File: src/hdl/dmr_pkg.sv
// constants, field layout and reset values of the dac mode register bank
// Functional notes
// [RULE_01] control word carries seven-bit index in bits 14..8; registers at 01h..04h
// [RULE_02] index 01h: right mute bit 7, left mute bit 6, left level 5..0
// [RULE_03] index 02h: right level in bits 5..0, bits 7..6 reserved
// [RULE_04] index 03h: oversampling, reserved, invert, mix, de-emphasis, format 2..0
// [RULE_05] index 04h: zero-cross enable bit 4, power-down bit 0, rest reserved
// [RULE_06] host writes zero to every reserved bit in normal operation
// [RULE_07] reset: mutes off, 0 dB, 128x, no invert, all off, format 000
// [RULE_08] each channel has its own mute bit acting on its own path
// [RULE_09] soft mute lives inside each channel's digital attenuator
// [RULE_10] mute clear: attenuator runs at the programmed level
// [RULE_11] mute set: attenuation ramps toward full mute in 1 dB steps
// [RULE_12] mute cleared: ramp back step by step to programmed level
// [RULE_13] mode registers are reachable only through the serial control port
// [RULE_14] write word is 16 bits: bit 15 zero, index, then data byte
// [RULE_15] level code 63 is 0 dB, each lower code 1 dB more, 0 mutes
// [RULE_16] one ramp step of 1 dB per eight sample periods
// [RULE_17] bits sampled on control clock rising edge while select held low
// [RULE_18] a write to an index outside 01h..04h changes nothing
package dmr_pkg;
    localparam int          WORD_BITS     = 16;
    localparam int          INDEX_MSB     = 14;
    localparam int          INDEX_LSB     = 8;
    localparam int          FRAME_BIT     = 15;
    localparam logic [6:0]  INDEX_MUTE_L  = 7'h01;
    localparam logic [6:0]  INDEX_RIGHT   = 7'h02;
    localparam logic [6:0]  INDEX_FORMAT  = 7'h03;
    localparam logic [6:0]  INDEX_ZC_PWR  = 7'h04;
    localparam int          MUTE_R_BIT    = 7;
    localparam int          MUTE_L_BIT    = 6;
    localparam int          OVER_BIT      = 7;
    localparam int          INVERT_BIT    = 5;
    localparam int          MIX_BIT       = 4;
    localparam int          DEEMPH_BIT    = 3;
    localparam int          ZC_EN_BIT     = 4;
    localparam int          POWER_BIT     = 0;
    localparam logic [5:0]  LEVEL_0DB     = 6'h3f;
    localparam logic [5:0]  LEVEL_MUTE    = 6'h00;
    localparam logic [2:0]  FORMAT_RESET  = 3'h0;
    localparam int          SAMPLES_STEP  = 8;
endpackage

File: src/hdl/dmr_atten_ramp.sv
// one channel's digital attenuator with soft mute ramp
module dmr_atten_ramp
    import dmr_pkg::*;
#(
    parameter int STEP_SAMPLES = SAMPLES_STEP
) (
    input  wire logic       clk,
    input  wire logic       resetn,
    input  wire logic       sample_tick,
    input  wire logic       soft_mute,
    input  wire logic [5:0] atten_level,
    output logic      [5:0] atten_current
);
    localparam int CNT_W = $clog2(STEP_SAMPLES);

    logic [CNT_W-1:0] sample_count;
    logic [5:0]       target;
    logic             step_tick;

    // [RULE_09] mute folded into target
    // [RULE_10] programmed level when unmuted
    assign target = soft_mute ? LEVEL_MUTE : atten_level;

    // [RULE_16] eight samples per step
    always_ff @(posedge clk) begin
        if (!resetn) begin
            sample_count <= '0;
        end else if (step_tick) begin
            // explicit wrap keeps the period right for counts that are not a power of two
            sample_count <= '0;
        end else if (sample_tick) begin
            sample_count <= sample_count + 1'b1;
        end
    end
    assign step_tick = sample_tick && (sample_count == CNT_W'(STEP_SAMPLES - 1));

    // [RULE_11] single 1 dB steps down
    // [RULE_12] single steps back up
    always_ff @(posedge clk) begin
        if (!resetn) begin
            atten_current <= LEVEL_0DB;
        end else if (step_tick) begin
            if (atten_current > target) begin
                atten_current <= atten_current - 6'h01;
            end else if (atten_current < target) begin
                atten_current <= atten_current + 6'h01;
            end
        end
    end
endmodule

File: src/hdl/dmr_mode_regs.sv
// mode register bank behind the three-wire serial control port
module dmr_mode_regs
    import dmr_pkg::*;
(
    input  wire logic       clk,
    input  wire logic       resetn,
    input  wire logic       control_select_n,
    input  wire logic       control_clock,
    input  wire logic       control_serial_in,
    input  wire logic       sample_tick,
    output logic            left_soft_mute,
    output logic            right_soft_mute,
    output logic      [5:0] left_atten_level,
    output logic      [5:0] right_atten_level,
    output logic      [5:0] left_atten_current,
    output logic      [5:0] right_atten_current,
    output logic            oversample_select,
    output logic            right_polarity_invert,
    output logic            analog_mix_enable,
    output logic            deemphasis_enable,
    output logic      [2:0] audio_format_select,
    output logic            zero_cross_atten_enable,
    output logic            power_down
);
    logic [2:0]  sel_sync;
    logic [2:0]  clk_sync;
    logic [2:0]  din_sync;
    logic        sel_state;
    logic        clk_state;
    logic [15:0] shift;
    logic [4:0]  bit_count;
    logic        word_done;
    logic [15:0] word;
    logic        clk_rise;

    // [RULE_13] pins are the only path in; three-stage sampling
    always_ff @(posedge clk) begin
        if (!resetn) begin
            sel_sync  <= 3'h7;
            clk_sync  <= 3'h0;
            din_sync  <= 3'h0;
            sel_state <= 1'b1;
            clk_state <= 1'b0;
        end else begin
            sel_sync <= {sel_sync[1:0], control_select_n};
            clk_sync <= {clk_sync[1:0], control_clock};
            din_sync <= {din_sync[1:0], control_serial_in};
            if (sel_sync[1] == sel_sync[2]) begin
                sel_state <= sel_sync[2];
            end
            if (clk_sync[1] == clk_sync[2]) begin
                clk_state <= clk_sync[2];
            end
        end
    end

    assign clk_rise = (clk_sync[1] == clk_sync[2]) && clk_sync[2] && !clk_state;

    // [RULE_17] shift on rising control clock while select is low
    always_ff @(posedge clk) begin
        if (!resetn) begin
            shift     <= '0;
            bit_count <= '0;
            word_done <= 1'b0;
            word      <= '0;
        end else begin
            word_done <= 1'b0;
            if (sel_state) begin
                bit_count <= '0;
            end else if (clk_rise && (bit_count < 5'(WORD_BITS))) begin
                shift     <= {shift[14:0], din_sync[2]};
                bit_count <= bit_count + 5'h01;
                // [RULE_14] sixteenth bit completes the word
                if (bit_count == 5'(WORD_BITS - 1)) begin
                    word      <= {shift[14:0], din_sync[2]};
                    word_done <= 1'b1;
                end
            end
        end
    end

    logic [6:0] register_index;
    logic [7:0] data;
    logic       word_ok;
    assign register_index = word[INDEX_MSB:INDEX_LSB];
    assign data           = word[7:0];
    // [RULE_14] bit 15 must be zero
    assign word_ok = word_done && !word[FRAME_BIT];

    // [RULE_01] decode index; [RULE_18] others ignored
    // [RULE_06] reserved bits are dropped, host keeps them zero
    always_ff @(posedge clk) begin
        if (!resetn) begin
            // [RULE_07] reset defaults
            left_soft_mute          <= 1'b0;
            right_soft_mute         <= 1'b0;
            left_atten_level        <= LEVEL_0DB;
            right_atten_level       <= LEVEL_0DB;
            oversample_select       <= 1'b0;
            right_polarity_invert   <= 1'b0;
            analog_mix_enable       <= 1'b0;
            deemphasis_enable       <= 1'b0;
            audio_format_select     <= FORMAT_RESET;
            zero_cross_atten_enable <= 1'b0;
            power_down              <= 1'b0;
        end else if (word_ok) begin
            if (register_index == INDEX_MUTE_L) begin
                // [RULE_02] mutes and left level
                right_soft_mute  <= data[MUTE_R_BIT];
                left_soft_mute   <= data[MUTE_L_BIT];
                left_atten_level <= data[5:0];
            end else if (register_index == INDEX_RIGHT) begin
                // [RULE_03] right level
                right_atten_level <= data[5:0];
            end else if (register_index == INDEX_FORMAT) begin
                // [RULE_04] path and format fields
                oversample_select     <= data[OVER_BIT];
                right_polarity_invert <= data[INVERT_BIT];
                analog_mix_enable     <= data[MIX_BIT];
                deemphasis_enable     <= data[DEEMPH_BIT];
                audio_format_select   <= data[2:0];
            end else if (register_index == INDEX_ZC_PWR) begin
                // [RULE_05] zero cross and power down
                zero_cross_atten_enable <= data[ZC_EN_BIT];
                power_down              <= data[POWER_BIT];
            end
        end
    end

    // [RULE_08] independent ramp per channel; [RULE_15] code 63 is 0 dB
    dmr_atten_ramp u_left (
        .clk           (clk),
        .resetn        (resetn),
        .sample_tick   (sample_tick),
        .soft_mute     (left_soft_mute),
        .atten_level   (left_atten_level),
        .atten_current (left_atten_current)
    );

    dmr_atten_ramp u_right (
        .clk           (clk),
        .resetn        (resetn),
        .sample_tick   (sample_tick),
        .soft_mute     (right_soft_mute),
        .atten_level   (right_atten_level),
        .atten_current (right_atten_current)
    );
endmodule

File: config.mk
export PLATFORM = sky130hd
export DESIGN_NAME = dmr_mode_regs
export DESIGN_NICKNAME = d
export VERILOG_FILES = /design/src/hdl/dmr_pkg.sv /design/src/hdl/dmr_atten_ramp.sv /design/src/hdl/dmr_mode_regs.sv
export SDC_FILE = /design/constraint.sdc
export NUM_CORES = 1
export LEC_CHECK = 0
export ABC_AREA = 1
export ABC_CLOCK_PERIOD_IN_PS = 3100
export BUFFER_PORTS_ARGS = -buffer_cell sky130_fd_sc_hd__buf_2
export CAP_MARGIN = 20
export CORE_ASPECT_RATIO = 0.8
export CORE_MARGIN = 2
export CORE_UTILIZATION = 32
export CTS_CLUSTER_DIAMETER = 150
export CTS_CLUSTER_SIZE = 28
export DETAILED_ROUTE_END_ITERATION = 12
export GPL_TIMING_DRIVEN = 0
export HOLD_SLACK_MARGIN = 0.15
export PLACE_DENSITY_LB_ADDON = 0.2
export SYNTH_ARGS = -nofsm -noshare
export SYNTH_HDL_FRONTEND = slang
export SYNTH_SLANG_ARGS = --single-unit
File: constraint.sdc
create_clock -name clk -period 3.1 [get_ports clk]
set_input_delay 0.465 -clock clk [delete_from_list [all_inputs] [get_ports clk]]
set_output_delay 0.465 -clock clk [all_outputs]
set_load 0.1 [all_outputs]
[Word-level counts from Yosys, hierarchy flattened]
Cells that the tools add are included.
Word-level totals
  bits in writable memories: 0
  word-level logic and storage cells: 80
  bits in read-only memories: 0
  output and inout port bits: 35
  latch bits: 0
  bits in registers: 89
  bits of input ports: 6
  memories kept: 0
Cells by class
  muxes and demuxes: 7
  $add $sub $neg: 7
  divide/modulo/power cells: 0
  bitwise gates (word level): 6
  magnitude comparators: 5
  equal/unequal tests: 9
  shift-type cells: 0
  reduce and logical (&&, ||, !) cells: 22
  $mul: 0
Operators with widths (number)
  $mux W6: 6
  $eq A7 B2 Y1 const B: 2
  $add A6 B1 Y6 const B: 2
  $gt A6 B6 Y1: 2
  $lt A6 B6 Y1: 2
  $sub A6 B1 Y6 const B: 2
  $reduce_and A2 Y1: 4
  $eq A7 B1 Y1 const B: 1
  $eq A7 B3 Y1 const B: 1
  $add A3 B1 Y3 const B: 2
  $eq A3 B3 Y1 const B: 2
  $logic_and A1 B1 Y1: 6
  $not A1 Y1: 6
  $reduce_and A3 Y1: 2
  $reduce_or A2 Y1: 3
  $add A5 B1 Y5 const B: 1
  $eq A5 B4 Y1 const B: 1
  $lt A5 B5 Y1 const B: 1
  $reduce_and A5 Y1: 1
  $reduce_and A4 Y1: 1
  $reduce_bool A2 Y1: 2
  $reduce_or A3 Y1: 1
  $eq A1 B1 Y1: 2
  $logic_not A1 Y1: 2
  $mux W1: 1

[Logic depth before layout (Yosys ltp)]
  word-level depth: 6
  depth in mapped cells: 20
  gate-level depth less buffers: 20

[Cells and area by module]
Synthesis repeated with hierarchy kept, for this count alone.
Unflattened totals
  cells, all modules: 531
  area, all modules: 4255.3 sq um
Modules (own cells, without submodules)
  dmr_mode_regs: area an instance 2737.6 sq um, seq. area each 1421.4 sq um, cells each 319, instances 1
  dmr_atten_ramp at u_left: area an instance 759.5 sq um, seq. area each 180.2 sq um, cells each 106, instances 1
  dmr_atten_ramp at u_right: area an instance 758.2 sq um, seq. area each 180.2 sq um, cells each 106, instances 1

[Worst setup path after synthesis]
No wires, ideal clock.
  kind: register to register
  from: reg left_soft_mute
  to: reg u_left.atten_current[5]
  arrival: 3.020 ns
  stages on the path, launching flop included: 20
  library setup time: 0.131 ns
  clock period less this slack: 3.151 ns
  data required time: 2.969 ns
  path buffers: 0
  setup slack: -0.051 ns
  cell sequence: dfxtp_1 -> inv_1 -> nand2_1 -> ha_1 -> nand2_1 -> nor2_1 -> nand2_1 -> nand3_1 -> nand2_1 -> inv_1 -> ha_1 -> nand2_1 -> nor2_1 -> nand2_1 -> nand3_1 -> inv_1 -> nand2_1 -> nand3_1 -> nand2_1 -> nand3_1
Between the ends
  cells in the longest elaborated chain, start to end: 4
  elaborated cells on any way between the ends: 6
  classes of those cells: order compare (2); mux (2); reduce/logical (2)
RTL lines
  start, declared: line dmr_mode_regs.sv:11  | output logic left_soft_mute,
  start signal, assigned: line dmr_mode_regs.sv:110  | left_soft_mute <= data[MUTE_L_BIT];
  $mux W6 *: line dmr_atten_ramp.sv:22  | assign target = soft_mute ? LEVEL_MUTE : atten_level;
  $lt A6 B6 Y1 / $gt A6 B6 Y1 (equally long branches): line dmr_atten_ramp.sv:45, dmr_atten_ramp.sv:43
  $reduce_bool A2 Y1 (no line)
  $reduce_and A2 Y1 (no line)
  end signal, assigned: line dmr_atten_ramp.sv:44  | atten_current <= atten_current - 6'h01;
  end signal, assigned: line dmr_atten_ramp.sv:46  | atten_current <= atten_current + 6'h01;
  end, declared: line dmr_atten_ramp.sv:12  | output logic [5:0] atten_current
Mark *: on every way between the ends. The rest lies on a longest branch, timed or not.
A chain may end at the register's enable or synchronous reset.

[Worst setup path in the final report]
Ends and elaborated chain as after synthesis.

==> results.sh <==
export IMPL_status="finished clean"
export IMPL_synth_seq_area_share_pct=44.0
export IMPL_gp_congestion=0.771
export IMPL_finalWirelength_um=9340
export IMPL_required_ns=3.31
export IMPL_synthFlopType="dfxtp_1"
export IMPL_antenna_left=0
export IMPL_rsz0062_at_grt="false"
export IMPL_synth_compound_area_share_pct=12.0
export IMPL_rows=36
export IMPL_seqPwrFrac_pct=48.5
export IMPL_fill_cells=1272
export IMPL_start_kind="register"
export IMPL_fp_dieW_um=130
export IMPL_cpLargestDelayFamily="simple AND/OR/NAND/NOR gates"
export IMPL_grt_overflow_total=0
export IMPL_ir_drop_mv=0.272
export IMPL_ios=41
export IMPL_path_clk_slew_ns=0.06
export IMPL_yosysWarnings=0
export IMPL_dieArea_um2=13600
export IMPL_cts_hold_buf=0
export IMPL_cts_root_buf="clkbuf_16"
export IMPL_cts_resized=0
export IMPL_drv_cap=0
export IMPL_hold_class="in -> reg"
export IMPL_layout_drive_gt1_share_pct=15.8
export IMPL_max_freq_ghz=0.374
export IMPL_cts_tree="built"
export IMPL_p_int_w=0.00190
export IMPL_path_cells="inv_1, nand2_1, ha_1, nand2_1, nor2_1, nand2_1, nand3_1, nand2_1, inv_1, ha_1, nand2_1, nand2_1, nand2_1, nand3_1, nand3_1, nand3_1, nand2_1, nand3_1"
export IMPL_share_comb_of_total_power_pct=2.2
export IMPL_final_common_cell="nand2_1"
export IMPL_syn_to_final_growth_pct=18.2
export IMPL_numPortBuffers=40
export IMPL_grt_max_degree=15
export IMPL_path_buf_inv=2
export IMPL_drt_iter0_drc=183
export IMPL_critPathCaptureType="register"
export IMPL_crit_arrival_ns=2.89
export IMPL_setup_viol=0
export IMPL_antenna_found_initial=0
export IMPL_power_frac_clock_pct=49.3
export IMPL_async_flop_share_pct=0
export IMPL_initial_utilization_pct=33.0
export IMPL_synth_edff_count=0
export IMPL_synth_top_family_by_area="simple AND/OR/NAND/NOR gates"
export IMPL_fp_dieH_um=105
export IMPL_grt_pass1_wl_um=15700
export IMPL_grt_pass1_vias=3176
export IMPL_syn_avg_cell_area_um2=7.79
export IMPL_synthXorXnorAreaFrac_pct=1.52
export IMPL_cts_setup_buffers=0
export IMPL_vias=3394
export IMPL_first_pass_iters=4
export IMPL_switchingPower_w=0.000487
export IMPL_ys_types=34
export IMPL_layout_common_cells="121 x nand2_1, 87 x dfxtp_1, 58 x inv_1"
export IMPL_yosys_area_share_simple_pct=25.1
export IMPL_vias_per_cell=4.55
export IMPL_clk_latency_ns=0.34
export IMPL_wl_per_cell_um=12.5
export IMPL_cts_sinks=89
export IMPL_final_util_pct=39.0
export IMPL_htree_num_levels=3
export IMPL_worst_clock_skew_ns=0.00602
export IMPL_register_area_um2=1780
export IMPL_tightest_slew_ns=0.695
export IMPL_setup_worst_path_class="reg -> reg"
export IMPL_cts_buffer_depth=2
export IMPL_ys_ff_latch=89
export IMPL_synth_fa_ha_area_share_pct=9.34
export IMPL_max_slew_margin_rel_pct=53.7
export IMPL_cts_made_buffers=9
export IMPL_drc=0
export IMPL_finalMaxSlewViolations=0
export IMPL_synth_area_um2=4050
export IMPL_multiInputGateArea_um2=1940
export IMPL_cp_max_fo=6
export IMPL_fin_crit_sh_pct=86.3
export IMPL_powerDensity_nw_per_um2=500
export IMPL_fin_crit_ns=2.68
export IMPL_hpwlAfterDp_um=6950
export IMPL_leakagePower_nw=2.29
export IMPL_nets=605
export IMPL_critical_path_max_stage_delay_ns=0.33
export IMPL_grt_usage_pct=14.9
export IMPL_cp_common_cell="nand2_1"
export IMPL_p_sw_share_pct=20.4
export IMPL_finalSetupTns_ns=0
export IMPL_diodes=0
export IMPL_synth_fp_nets=554
export IMPL_finalHoldViolCount=0
export IMPL_coreArea_um2=12300
export IMPL_netlist_instances=519
export IMPL_slowest_stage="dfxtp_2"
export IMPL_synth_mux_area_fraction_pct=0
==> sequential cells by signal (all words and copies together), names as in the netlist, 3 cells and up <==
name and cells:
shift 15, u_left.sample_count 3, left_atten_level 6, din_sync 3, right_atten_level 6, u_right.sample_count 3
word 16, bit_count 5, u_left.atten_current 6, clk_sync 3, u_right.atten_current 6, audio_format_select 3
sel_sync 3
==> power groups by stage <==
stage / registers (W) / clock network [W] / logic [W]
final: 0.00116 / 0.00118 / 0.0000522
after global routing: 0.00116 / 0.00125 / 0.0000616
after CTS: 0.00116 / 0.00120 / 0.0000535
after detailed placement: 0.00119 / 0 / 0.0000531
after global placement: 0.00118 / 0 / 0.0000513
after floorplan: 0.00118 / 0 / 0.0000357
==> worst reg2reg max path, stage by stage, from the launching register on <==
cell and delay, ns:
dfxtp_2 0.33, inv_1 0.14, nand2_1 0.08, ha_1 0.30, nand2_1 0.09, nor2_1 0.16
nand2_1 0.08, nand3_1 0.15, nand2_1 0.14, inv_1 0.16, ha_1 0.30, nand2_1 0.08
nand2_1 0.06, nand2_1 0.06, nand3_1 0.10, nand3_1 0.12, nand3_1 0.09, nand2_1 0.07
nand3_1 0.06
==> layout make-up <==
| cell class | count | share of cell area, % |
|---|---|---|
| Clock inverter | 4 | 1.54 |
| Buffer | 14 | 1.67 |
| Sequential cell | 89 | 37.3 |
| Inverter | 64 | 5.02 |
| Multi-Input combinational cell | 352 | 40.6 |
| Timing Repair Buffer | 40 | 4.19 |
| Tap cell | 171 | 4.47 |
| Clock buffer | 12 | 5.15 |
==> synthesized netlist by cell type (4+ instances only) <==
master	count	share of area, %
nor2_1	35	3.2
nand4_1	5	0.77
inv_2	6	0.56
buf_2	4	0.49
o21ai_0	29	3.6
inv_1	58	5.4
nand3_1	42	5.2
dfxtp_1	89	44
nor3_1	4	0.49
clkbuf_1	6	0.56
nand2_1	121	11
o21ai_1	7	0.87
a21oi_1	44	5.4
xnor2_1	4	0.87
ha_1	27	8.4
or2_2	5	0.77
==> per-stage QoR <==
stage	hold slack (ns)	area, um^2	worst slack (ns)	std cells	total power (W)
5_1_grt	0.301	4780	0.0980	746	0.00247
2_1_floorplan	0.390	4050	0.113	519	0.00122
6_report	0.301	4780	0.425	746	0.00239
3_3_place_gp	0.396	4460	0.522	730	0.00124
4_1_cts	0.292	4780	0.423	746	0.00242
3_5_place_dp	0.398	4460	0.440	730	0.00124
==> worst paths after layout <==
check	to	cells after the start	slack (ns)	from
worst max register to register	u_left.atten_current[5]$_SDFFE_PN1P_	18	0.42	left_soft_mute$_SDFFE_PN0P_
worst min register to register	din_sync[1]$_SDFF_PN0_	2	0.41	din_sync[0]$_SDFF_PN0_
worst max-delay path	u_left.atten_current[5]$_SDFFE_PN1P_	18	0.42	left_soft_mute$_SDFFE_PN0P_
worst min-delay path	din_sync[0]$_SDFF_PN0_	3	0.30	control_serial_in
==> cells by family after synthesis <==
| logic type | after synthesis |
|---|---|
| DFF | 89 |
| adders and majority gates | 29 |
| AOI/OAI and AO/OA | 90 |
| buffers and inverters | 78 |
| and+or+nand+nor | 226 |
| xor gates and xnor gates | 7 |
==> per-layer routing <==
metal  vias to the layer above  wire (um)  global-route usage (%)
met5                         -          0                       0
met4                         0        136                    5.15
met3                        13        461                    4.35
met2                        64       4060                    22.4
met1                      1529       4680                    20.3
li1                       1788          -                       -
No activity file was read; power rests on OpenSTA's default activity.
